--- config.mk ---
export PLATFORM = sky130hd
export DESIGN_NAME = rci_reset_init
export DESIGN_NICKNAME = d
export VERILOG_FILES = /design/src/design/rci_pkg.sv /design/src/design/rci_reset_init.sv
export SDC_FILE = /design/constraint.sdc
export NUM_CORES = 1
export LEC_CHECK = 0
export BUFFER_PORTS_ARGS = -buffer_cell sky130_fd_sc_hd__buf_2
export CELL_PAD_IN_SITES_DETAIL_PLACEMENT = 1
export CELL_PAD_IN_SITES_GLOBAL_PLACEMENT = 1
export CORE_AREA = 2 2 128 130
export DETAILED_ROUTE_END_ITERATION = 7
export DIE_AREA = 0 0 130 132
export GPL_ROUTABILITY_DRIVEN = 0
export PLACE_DENSITY = 0.95
export SLEW_MARGIN = 0
export SYNTH_ARGS = -nofsm -noshare
export SYNTH_HDL_FRONTEND = slang
export SYNTH_SLANG_ARGS = --single-unit
--- constraint.sdc ---
create_clock -name sys_clk -period 5.65 [get_ports sys_clk]
set_input_delay 1.695 -clock sys_clk [delete_from_list [all_inputs] [get_ports sys_clk]]
set_output_delay 1.695 -clock sys_clk [all_outputs]
set_load 0.05 [all_outputs]
--- src/design/rci_pkg.sv ---
package rci_pkg;
   // reset causes
   typedef enum logic [3:0] {
      RCI_EV_NONE = 4'h0,
      RCI_EV_POR = 4'h1,
      RCI_EV_BOR = 4'h2,
      RCI_EV_RESET_INSTR = 4'h3,
      RCI_EV_PINRST_FULL = 4'h4,
      RCI_EV_PINRST_RUN = 4'h5,
      RCI_EV_PINRST_IDLE = 4'h6,
      RCI_EV_WDT_RUN = 4'h7,
      RCI_EV_WDT_IDLE = 4'h8,
      RCI_EV_STK_FULL = 4'h9,
      RCI_EV_STK_UNF = 4'hA,
      RCI_EV_INT_WAKE = 4'hB
   } rci_event_type;

   // register categories
   typedef enum logic [1:0] {
      RCI_CAT_NONE = 2'h0,
      RCI_CAT_POWER = 2'h1,
      RCI_CAT_RESET = 2'h3,
      RCI_CAT_WAKE = 2'h2
   } rci_cat_type;

   // sequencer states, gray along idle -> decode -> apply
   typedef enum logic [1:0] {
      RCI_ST_IDLE = 2'h0,
      RCI_ST_DECODE = 2'h1,
      RCI_ST_APPLY = 2'h3
   } rci_state_type;

   localparam logic [20:0] RCI_RESET_VECTOR = 21'h000000;
   localparam logic [20:0] RCI_HIGH_VECTOR = 21'h000008;
   localparam logic [20:0] RCI_LOW_VECTOR = 21'h000018;
   localparam logic [20:0] RCI_PC_STEP = 21'h000002;
   localparam logic [1:0] RCI_BOR_SW_CONFIG = 2'h1;
   localparam logic [4:0] RCI_STACK_PTR_MAX = 5'h1F;
   localparam logic [7:0] RCI_INTCTL2_INIT = 8'hFF;
   localparam logic [7:0] RCI_INTCTL3_INIT = 8'hC0;
   localparam logic [7:0] RCI_ZERO8 = 8'h00;

   // status register bit positions, apb map
   localparam int RCI_STAT_SWBOR_BIT = 6;
   localparam int RCI_STAT_IRST_BIT = 4;
   localparam int RCI_STAT_TMO_BIT = 3;
   localparam int RCI_STAT_PDN_BIT = 2;
   localparam int RCI_STAT_POR_BIT = 1;
   localparam int RCI_STAT_BOR_BIT = 0;
   localparam logic [7:0] RCI_ADDR_STATUS = 8'h00;
   localparam logic [7:0] RCI_ADDR_STACK = 8'h04;
   localparam logic [7:0] RCI_ADDR_PC = 8'h08;
   localparam logic [7:0] RCI_ADDR_TOS = 8'h0C;
   localparam logic [7:0] RCI_ADDR_INTCTL = 8'h10;
   localparam logic [7:0] RCI_ADDR_PCLAT = 8'h14;
   localparam logic [7:0] RCI_ADDR_TBLPTR = 8'h18;
   localparam logic [7:0] RCI_ADDR_CAUSE = 8'h1C;
   localparam logic [7:0] RCI_ADDR_INT_STAT = 8'h20;
   localparam logic [7:0] RCI_ADDR_INT_MASK = 8'h24;
   localparam logic [7:0] RCI_ADDR_CTRL = 8'h28;
   localparam int RCI_NUM_EVENTS = 12;
endpackage

--- src/design/rci_reset_init.sv ---
`timescale 1ns/10ps
// Overview of operation
// - untouched registers keep contents except power-on
// - defined registers load by reset category
// - watchdog wake leaves most registers unchanged
// - power-on: pc zero, instruction/timeout/powerdown flags set, power-on/brown-out flags cleared, faults cleared
// - brown-out/instruction flag updates as tabled
// - master-clear in low power sets timeout
// - master-clear full power keeps cause flags, clears stack flags
// - watchdog run timeout clears timeout flag
// - idle wake continues at pc plus two
// - stack faults set flags, reset if enabled
// - vectored interrupt wake loads interrupt vector
// - software brown-out enable reset value rules
// - power reset loads interrupt control two/three
// - other resets clear stack, latches, pointers
// - non-vectored wake keeps registers, pc advances by two
// - vectored wake pushes pc, bumps stack pointer
// - brown-out enable reads zero in status unless software
module rci_reset_init (
   input wire logic sys_clk,
   input wire logic rst_n,
   input wire rci_pkg::rci_event_type event_code,
   input wire logic event_valid,
   input wire logic [1:0] brownout_config_field,
   input wire logic stack_fault_reset_enable,
   input wire logic [20:0] pc_current,
   input wire logic [7:0] paddr,
   input wire logic psel,
   input wire logic penable,
   input wire logic pwrite,
   input wire logic [31:0] pwdata,
   output logic [31:0] prdata,
   output logic pready,
   output logic pslverr,
   output logic [20:0] pc_out,
   output logic core_reset,
   output logic sw_brownout_enable,
   output logic irq
);
   import rci_pkg::*;

   typedef struct packed {
      rci_state_type st;
      rci_event_type cause;
      rci_cat_type cat;
      logic sw_brownout_enable;
      logic instr_reset_flag_n;
      logic timeout_flag_n;
      logic powerdown_flag_n;
      logic poweron_flag_n;
      logic brownout_flag_n;
      logic stack_full_flag;
      logic stack_underflow_flag;
      logic [4:0] stack_ptr;
      logic [20:0] tos;
      logic [20:0] pc;
      logic [7:0] interrupt_control_primary;
      logic [7:0] interrupt_control_two;
      logic [7:0] interrupt_control_three;
      logic [12:0] pc_latch;
      logic [21:0] table_ptr;
      logic [RCI_NUM_EVENTS-1:0] int_stat;
      logic [RCI_NUM_EVENTS-1:0] int_mask;
      logic [31:0] prdata;
      logic pready;
      logic pslverr;
      logic core_reset;
      logic irq;
      logic sw_bor_gated;
   } rci_state_reg_type;

   rci_state_reg_type s_r;
   rci_state_reg_type s_nxt;

   logic [7:0] status_view;
   logic [7:0] stack_view;
   logic apb_setup;
   logic apb_rd;
   logic apb_wr;
   logic sw_bor_mode;
   logic [RCI_NUM_EVENTS-1:0] ev_hit;

   always_comb begin
      sw_bor_mode = (brownout_config_field == RCI_BOR_SW_CONFIG);
      status_view = 8'h00;
      status_view[RCI_STAT_SWBOR_BIT] = s_r.sw_brownout_enable & sw_bor_mode;
      status_view[RCI_STAT_IRST_BIT] = s_r.instr_reset_flag_n;
      status_view[RCI_STAT_TMO_BIT] = s_r.timeout_flag_n;
      status_view[RCI_STAT_PDN_BIT] = s_r.powerdown_flag_n;
      status_view[RCI_STAT_POR_BIT] = s_r.poweron_flag_n;
      status_view[RCI_STAT_BOR_BIT] = s_r.brownout_flag_n;
      stack_view = {s_r.stack_full_flag, s_r.stack_underflow_flag, 1'b0, s_r.stack_ptr};
      apb_setup = psel & ~penable;
      apb_rd = psel & penable & ~pwrite & s_r.pready;
      apb_wr = psel & penable & pwrite & s_r.pready;
   end

   // one sticky bit per cause
   genvar g;
   generate
      for (g = 0; g < RCI_NUM_EVENTS; g++) begin : g_ev
         assign ev_hit[g] = event_valid && (event_code == rci_event_type'(g)) && (g != 0);
      end
   endgenerate

   always_comb begin
      s_nxt = s_r;
      s_nxt.core_reset = 1'b0;
      s_nxt.pready = 1'b0;
      s_nxt.pslverr = 1'b0;
      // apb: no wait state, answer in access cycle after setup
      if (apb_setup) begin
         s_nxt.pready = 1'b1;
         s_nxt.prdata = 32'h00000000;
         case (paddr)
            RCI_ADDR_STATUS: s_nxt.prdata = {24'h000000, status_view};
            RCI_ADDR_STACK: s_nxt.prdata = {24'h000000, stack_view};
            RCI_ADDR_PC: s_nxt.prdata = {11'h000, s_r.pc};
            RCI_ADDR_TOS: s_nxt.prdata = {11'h000, s_r.tos};
            RCI_ADDR_INTCTL: s_nxt.prdata = {8'h00, s_r.interrupt_control_three,
               s_r.interrupt_control_two, s_r.interrupt_control_primary};
            RCI_ADDR_PCLAT: s_nxt.prdata = {19'h00000, s_r.pc_latch};
            RCI_ADDR_TBLPTR: s_nxt.prdata = {10'h000, s_r.table_ptr};
            RCI_ADDR_CAUSE: s_nxt.prdata = {26'h0000000, s_r.cat, s_r.cause};
            RCI_ADDR_INT_STAT: s_nxt.prdata = {20'h00000, s_r.int_stat};
            RCI_ADDR_INT_MASK: s_nxt.prdata = {20'h00000, s_r.int_mask};
            RCI_ADDR_CTRL: s_nxt.prdata = {31'h00000000, s_r.sw_brownout_enable};
            default: s_nxt.pslverr = 1'b1;
         endcase
      end
      if (apb_wr) begin
         case (paddr)
            RCI_ADDR_STATUS: begin
               s_nxt.sw_brownout_enable = pwdata[RCI_STAT_SWBOR_BIT];
               s_nxt.instr_reset_flag_n = pwdata[RCI_STAT_IRST_BIT];
               s_nxt.poweron_flag_n = pwdata[RCI_STAT_POR_BIT];
               s_nxt.brownout_flag_n = pwdata[RCI_STAT_BOR_BIT];
            end
            RCI_ADDR_STACK: begin
               s_nxt.stack_full_flag = pwdata[7];
               s_nxt.stack_underflow_flag = pwdata[6];
            end
            RCI_ADDR_INTCTL: begin
               s_nxt.interrupt_control_primary = pwdata[7:0];
               s_nxt.interrupt_control_two = pwdata[15:8];
               s_nxt.interrupt_control_three = pwdata[23:16];
            end
            RCI_ADDR_INT_MASK: s_nxt.int_mask = pwdata[RCI_NUM_EVENTS-1:0];
            RCI_ADDR_CTRL: s_nxt.sw_brownout_enable = pwdata[0];
            default: ;
         endcase
      end
      // read of status clears; new event wins below
      if (apb_rd && paddr == RCI_ADDR_INT_STAT) begin
         s_nxt.int_stat = '0;
      end
      s_nxt.int_stat = s_nxt.int_stat | ev_hit;

      case (s_r.st)
         RCI_ST_IDLE: begin
            if (event_valid && event_code != RCI_EV_NONE) begin
               s_nxt.cause = event_code;
               s_nxt.st = RCI_ST_DECODE;
            end
         end
         RCI_ST_DECODE: begin
            // category from latched cause, and reset enable for stack faults
            case (s_r.cause)
               RCI_EV_POR, RCI_EV_BOR: s_nxt.cat = RCI_CAT_POWER;
               RCI_EV_WDT_IDLE, RCI_EV_INT_WAKE: s_nxt.cat = RCI_CAT_WAKE;
               RCI_EV_STK_UNF: s_nxt.cat = stack_fault_reset_enable ? RCI_CAT_RESET : RCI_CAT_NONE;
               RCI_EV_STK_FULL: s_nxt.cat = stack_fault_reset_enable ? RCI_CAT_RESET : RCI_CAT_NONE;
               default: s_nxt.cat = RCI_CAT_RESET;
            endcase
            s_nxt.st = RCI_ST_APPLY;
         end
         RCI_ST_APPLY: begin
            s_nxt.st = RCI_ST_IDLE;
            // status flags per cause
            case (s_r.cause)
               RCI_EV_POR: begin
                  s_nxt.instr_reset_flag_n = 1'b1;
                  s_nxt.timeout_flag_n = 1'b1;
                  s_nxt.powerdown_flag_n = 1'b1;
                  s_nxt.poweron_flag_n = 1'b0;
                  s_nxt.brownout_flag_n = 1'b0;
                  s_nxt.stack_full_flag = 1'b0;
                  s_nxt.stack_underflow_flag = 1'b0;
               end
               RCI_EV_BOR: begin
                  s_nxt.instr_reset_flag_n = 1'b1;
                  s_nxt.timeout_flag_n = 1'b1;
                  s_nxt.powerdown_flag_n = 1'b1;
                  s_nxt.brownout_flag_n = 1'b0;
               end
               RCI_EV_RESET_INSTR: s_nxt.instr_reset_flag_n = 1'b0;
               RCI_EV_PINRST_RUN: s_nxt.timeout_flag_n = 1'b1;
               RCI_EV_PINRST_IDLE: begin
                  s_nxt.timeout_flag_n = 1'b1;
                  s_nxt.powerdown_flag_n = 1'b0;
               end
               RCI_EV_PINRST_FULL: ;
               RCI_EV_WDT_RUN: s_nxt.timeout_flag_n = 1'b0;
               RCI_EV_WDT_IDLE: begin
                  s_nxt.timeout_flag_n = 1'b0;
                  s_nxt.powerdown_flag_n = 1'b0;
               end
               RCI_EV_INT_WAKE: s_nxt.powerdown_flag_n = 1'b0;
               RCI_EV_STK_FULL: s_nxt.stack_full_flag = 1'b1;
               RCI_EV_STK_UNF: s_nxt.stack_underflow_flag = 1'b1;
               default: ;
            endcase
            // software brown-out enable
            if (s_r.cause == RCI_EV_POR) begin
               s_nxt.sw_brownout_enable = 1'b1;
            end else if (s_r.cat != RCI_CAT_NONE && !(sw_bor_mode && s_r.sw_brownout_enable)) begin
               s_nxt.sw_brownout_enable = 1'b0;
            end
            // defined-reset registers; others untouched, pseudo-registers absent
            case (s_r.cat)
               RCI_CAT_POWER: begin
                  s_nxt.pc = RCI_RESET_VECTOR;
                  s_nxt.core_reset = 1'b1;
                  s_nxt.tos = '0;
                  s_nxt.stack_ptr = '0;
                  s_nxt.interrupt_control_primary = {7'h00, s_r.interrupt_control_primary[0]};
                  s_nxt.interrupt_control_two = RCI_INTCTL2_INIT;
                  s_nxt.interrupt_control_three = RCI_INTCTL3_INIT;
                  s_nxt.pc_latch = '0;
                  s_nxt.table_ptr = '0;
               end
               RCI_CAT_RESET: begin
                  s_nxt.pc = RCI_RESET_VECTOR;
                  s_nxt.core_reset = 1'b1;
                  s_nxt.tos = '0;
                  s_nxt.stack_ptr = '0;
                  if (s_r.cause != RCI_EV_STK_FULL && s_r.cause != RCI_EV_STK_UNF) begin
                     s_nxt.stack_full_flag = 1'b0;
                     s_nxt.stack_underflow_flag = 1'b0;
                  end
                  s_nxt.interrupt_control_primary = {7'h00, s_r.interrupt_control_primary[0]};
                  s_nxt.interrupt_control_two = RCI_INTCTL2_INIT;
                  s_nxt.interrupt_control_three = RCI_INTCTL3_INIT;
                  s_nxt.pc_latch = '0;
                  s_nxt.table_ptr = '0;
               end
               RCI_CAT_WAKE: begin
                  s_nxt.pc = pc_current + RCI_PC_STEP;
                  if (s_r.cause == RCI_EV_INT_WAKE &&
                        (s_r.interrupt_control_primary[7] || s_r.interrupt_control_primary[6])) begin
                     s_nxt.pc = s_r.interrupt_control_primary[7] ? RCI_HIGH_VECTOR : RCI_LOW_VECTOR;
                     s_nxt.tos = pc_current;
                     if (s_r.stack_ptr != RCI_STACK_PTR_MAX) begin
                        s_nxt.stack_ptr = s_r.stack_ptr + 5'h01;
                     end
                  end
               end
               default: ;
            endcase
         end
         default: s_nxt.st = RCI_ST_IDLE;
      endcase
      // output copy of the enable, gated by the configuration
      s_nxt.sw_bor_gated = s_nxt.sw_brownout_enable & sw_bor_mode;
      s_nxt.irq = |(s_nxt.int_stat & s_nxt.int_mask);
   end

   always_ff @(posedge sys_clk) begin
      if (!rst_n) begin
         s_r <= '0;
         s_r.st <= RCI_ST_IDLE;
         s_r.cause <= RCI_EV_NONE;
         s_r.cat <= RCI_CAT_NONE;
         s_r.instr_reset_flag_n <= 1'b1;
         s_r.timeout_flag_n <= 1'b1;
         s_r.powerdown_flag_n <= 1'b1;
         s_r.interrupt_control_two <= RCI_INTCTL2_INIT;
         s_r.interrupt_control_three <= RCI_INTCTL3_INIT;
      end else begin
         s_r <= s_nxt;
      end
   end

   always_comb begin
      prdata = s_r.prdata;
      pready = s_r.pready;
      pslverr = s_r.pslverr;
      pc_out = s_r.pc;
      core_reset = s_r.core_reset;
      sw_brownout_enable = s_r.sw_bor_gated;
      irq = s_r.irq;
   end
endmodule

-- Word level (Yosys, flattened, before mapping)
Cells that the tools add are included.
- bits of input ports: 74
- flip-flop bits (word level): 140
- output and inout bits: 58
- reductions and logical operators: 43
- multiplexer cells: 36
- eq/ne operators: 44
- add/sub/neg operators: 2
- bitwise logic cells: 12
- operators by type and width (kind ; number):
    $pmux W24 S9 ; 1
    $mux W114 ; 1
    $pmux W47 S2 ; 1
    $mux W59 ; 1
    $mux W24 ; 2
    $mux W47 ; 1
    $mux W12 ; 3
    $eq A4 B4 Y1 const B ; 8
    $eq A8 B5 Y1 const B ; 4
    $eq A4 B3 Y1 const B ; 7
    $eq A8 B6 Y1 const B ; 3
    $add A21 B2 Y21 const B ; 1
    $logic_and A1 B1 Y1 ; 17
    $eq A4 B2 Y1 const B ; 4
    $eq A8 B4 Y1 const B ; 2
    $mux W2 ; 7
    $and A12 B12 Y12 ; 1
    $or A12 B12 Y12 ; 1
    $pmux W1 S2 ; 6
    $reduce_and A2 Y1 ; 6
    $reduce_or A12 Y1 ; 1
    $reduce_or A11 Y1 ; 1
    $mux W5 ; 2
    $reduce_or A2 Y1 ; 5
    other kinds (25) ; 51

-- Longest topological paths before layout
- word-level depth: 9
- gate-level depth with buffers: 8

-- Worst setup path after synthesis
No wires, ideal clock.
- path kind: input port to flip-flop
- from: in paddr[2]
- to: reg s_r (netlist bit irq)
- arrival time: 3631 ps
- stages: 8
- data required time: 5509 ps
- setup time: 141 ps
- slack: 1878 ps
- path buffers: 3
- cell sequence: buf_2 -> or4_1 -> buf_2 -> or3_1 -> buf_2 -> a22o_1 -> a2111oi_2 -> a41oi_1
- cells in the longest elaborated chain, start to end: 6
- elaborated cells on any way between the ends: 9
- ends and longest elaborated chain (what ; line ; RTL):
    from (decl) ; rci_reset_init.sv:28 ; input wire logic [7:0] paddr,
    $eq A8 B6 Y1 ; rci_reset_init.sv:155 ; if (apb_rd && paddr == RCI_ADDR_INT_STAT) begin
    $logic_and A1 B1 Y1 ; rci_reset_init.sv:155 ;
    $mux W12 ; rci_reset_init.sv:155 ;
    $or A12 B12 Y12 ; rci_reset_init.sv:158 ; s_nxt.int_stat = s_nxt.int_stat | ev_hit;
    $and A12 B12 Y12 * ; rci_reset_init.sv:266 ; s_nxt.irq = |(s_nxt.int_stat & s_nxt.int_mask);
    $reduce_or A12 Y1 * ; rci_reset_init.sv:266 ;
    to (signal assigned) ; rci_reset_init.sv:281 ; s_r <= s_nxt;
    to (decl) ; rci_reset_init.sv:73 ; rci_state_reg_type s_r;
Every way passes the cells marked *; elsewhere a longest branch is shown, timed or not.
A chain may end at the register's enable or synchronous reset.

-- Worst setup path in the final report
- from: in paddr[4]
- to: reg s_r (netlist bit prdata[3])
- cells in the longest elaborated chain, start to end: 2
- elaborated cells on any way between the ends: 10
- ends and longest elaborated chain (what ; line ; RTL):
    $eq A8 B6 Y1 (tied with other cells) ; rci_reset_init.sv:116 ; case (paddr)
    $pmux W24 S9 * ; rci_reset_init.sv:116 ;
Marks and branches as above.

==> run_results.csv <==
group,metric,value,unit
logic_synthesis,ys_seq_area_share,40.9,%
grt,grt_pass1_wl,38.5,mm
timing,slew_headroom,25.3,%
routing,detail-route-antenna-nets,0,
logic_synthesis,syn_avg_cell_area,8.30,µm²
logic_synthesis,synth_fa_ha_area_share,0.695,%
cts,hold_buffers,0,
layout,fillers,1872,
pwr,clockPowerShare,47.1,%
cts,cts_buffers,17,
grt,grt_usage,28.9,%
hold_path,whs_path_depth,2,
layout,multi_input_area,3410,µm²
timing,worst_clock_skew,11.2,ps
timing,fin_setup_tns,0,ps
routing,vias,6833,
layout,final_common_cell,"dfxtp_1",
worst_setup_path,critPathRequiredTime,5980,ps
worst_setup_path,reg2reg_setup_slack,3160,ps
worst_setup_path,r2r-end,"irq",
layout,drive_above_1_share,18.6,%
grt,grt_pass1_vias,6837,
logic_synthesis,synth_cell_types,60,
logic_synthesis,yosys.area.top_type_share,40.9,%
timing,setup_violations,0,
cts,cts_buffer_depth,2,
worst_setup_path,cp-end-kind,"flip-flop",
layout,area_growth,12.6,%
worst_setup_path,worst-setup-path-type,"primary input to flip-flop",
grt,grt.overflow.total,0,
grt,grt_start_max_net_pins,86,
logic_synthesis,ys_warn_count,0,
layout,final_nets,935,
cts,htree_levels,4,
routing,drcViolationCount,0,
timing,slew_viol_final,0,
pwr,cellInternalPower,1.72,mW
logic_synthesis,ys.flop_type,"dfxtp_1",
floorplanning,fp-row-count,46,
layout,layout.cells.non_filler,1089,
cts,insertion_delay,430,ps
hold_path,min_from,"prdata[21]",
floorplanning,die_area,17200,µm²
worst_setup_path,critPathMaxFanout,15,
logic_synthesis,synthMuxAreaShare,2.27,%
logic_synthesis,synth_top_area_cell,"dfxtp_1",
cts,clkSinkCount,140,
routing,vias_per_cell,6.27,
grt,grt_antenna_before_repair,2,
placement,placed_cells,1055,
routing,first_pass_iters,6,
flow_run,maxCapViolCount,0,
logic_synthesis,synth_seq_cells,140,
worst_setup_path,r2r-start,"pready",
timing,hold_viol,0,
timing,finalCritPeriodShare,70.3,%
timing,worst_pin_slew,1120,ps
timing,fmax,0.252,GHz
pwr,p_switching,0.610,mW
floorplanning,dieHeight,132,µm
worst_setup_path,ff2ff_path_depth,5,
logic_synthesis,async_reset_ff_share,0,%
logic_synthesis,yosys-top-cells-area,"dfxtp_1, nand2_1, buf_4",
routing,post_drt_wl_per_cell,22.6,µm
cts,cts_tree,"yes",
logic_synthesis,synth.cell_area,6850,µm²
worst_setup_path,arrival,4300,ps
timing,min_period,3970,ps
cts,clkTransAtPathRegs,60,ps
floorplanning,die_x,130,µm
floorplanning,start_util,43.6,%
placement,place_hpwl,16.3,mm
logic_synthesis,synth_compound_area_share,22.7,%
pwr,switching_share,26.2,%
routing,dr.first_iter.drc_count,791,
hold_path,hold_end,"prdata[21]",
worst_setup_path,cp-start-kind,"primary input",
pwr,pwr-share-comb,9.0,%
placement,portBuffers,115,
logic_synthesis,synthCells,825,
logic_synthesis,synthSimpleGateAreaFrac,21.8,%
logic_synthesis,synth_top_family_by_area,"compound AO/OA/AOI/OAI gates",
layout,final_cell_mix,"dfxtp_1, buf_2, nand2_1",
pwr,p_seq_share,44.0,%
pwr,power_leakage,2.93,nW
logic_synthesis,synth_xor_area_share,1.79,%
floorplanning,core,15700,µm²
hold_path,worst_hold_path_type,"flip-flop to flip-flop",
logic_synthesis,synth_edf_count,0,
pwr,vdd_drop_max,236,µV
pwr,power_density,303,nW/µm²
routing,routed_wl,24.6,mm
floorplanning,ios,132,
cts,clockRootBuffer,"clkbuf_16",
cts,cts_resized,0,
timing,rsz0062_at_grt,"false",
status,outcome,"complete, no violations",
cts,post_cts_buffers,0,
layout,seq_area,2800,µm²
[worst max path at each step]
| stage | startpoint | end | slack (ps) | cells past startpoint |
|---|---|---|---|---|
| finish | paddr[4] | prdata[3] | 1680 | 6 |
| global route | paddr[3] | s_r[107] | 1590 | 7 |
| CTS | paddr[4] | prdata[3] | 1810 | 6 |
| detailed placement | paddr[3] | s_r[104] | 1390 | 7 |
| global placement | paddr[4] | irq | 1460 | 6 |
| floorplan | paddr[2] | irq | 1880 | 8 |
[per-layer routing]
metal	GRT usage (%)	vias to the layer above	share of wire (%)
li1	-	3033	-
met1	38.4	3328	41
met2	44.6	403	46
met3	7.35	69	10
met4	12.0	0	3.1
met5	0	-	0
[stage by stage]
stage                     utilization, %  power, mW  hold slack, ps  worst slack, ps  cell area, µm²
after CTS                           49.0       2.33             455             1810            7700
after detailed placement            45.4       1.25             446             1390            7130
after global routing                49.0       2.40             468             1590            7700
after floorplan                        -       1.19             431             1880            6870
after global placement              45.4       1.24             438             1460            7130
final                               49.0       2.33             448             1680            7700
[registers in the layout (all words and copies together) (netlist names)]
signal,flops
prdata,24
s_r,90
pc_out,21
core_reset,1
irq,1
pready,1
sw_brownout_enable,1
pslverr,1
[Yosys cell counts (all sizes together) (5+ instances only)]
master  count
dfxtp     140
nand2     110
a21oi      73
buf        59
clkbuf     56
nand3      51
nor2       51
o21ai      31
a22oi      22
a222oi     20
and2       17
nand4      13
a211oi     12
o31ai      12
a221oi     11
a31oi      11
mux2i      11
nor2b      11
nor4       10
xnor2      10
and3        7
inv         6
a221o       5
a22o        5
and4        5
nor3        5
o31a        5
[power by group through the flow]
stage | clock network [mW] | registers [mW] | logic (mW)
finish | 1.10 | 1.02 | 0.209
global placement | 0 | 1.04 | 0.197
global route | 1.15 | 1.03 | 0.223
floorplan | 0 | 1.04 | 0.149
detailed placement | 0 | 1.04 | 0.203
CTS | 1.10 | 1.02 | 0.207
[critical path, cell delays in order]
cell,delay [ps]
buf_2,130
or4b_1,830
nor2_1,970
a221o_1,330
a221oi_1,70
a31oi_1,270
[kinds of logic (layout without fill, tap and decap cells)]
group / Yosys count / after routing
XOR/XNOR: 14 / 14
flip-flops: 140 / 140
adder cells (fa/ha/maj): 4 / 4
buffers and inverters: 121 / 160
multiplexers: 15 / 15
AO/OA/AOI/OAI: 228 / 228
AND/OR/NAND/NOR: 302 / 302
other: 1 / 10
[cell type report]
| type | count | area share (%) |
|---|---|---|
| well taps | 216 | 3.51 |
| diodes | 2 | 0.0650 |
| clock buffers | 20 | 5.80 |
| multi-input cells | 571 | 44.2 |
| repair buffers | 122 | 8.15 |
| inverters | 6 | 0.292 |
| flip-flops and latches | 140 | 36.4 |
| clock inverters | 12 | 1.59 |
(Power assumes the default switching activity.)
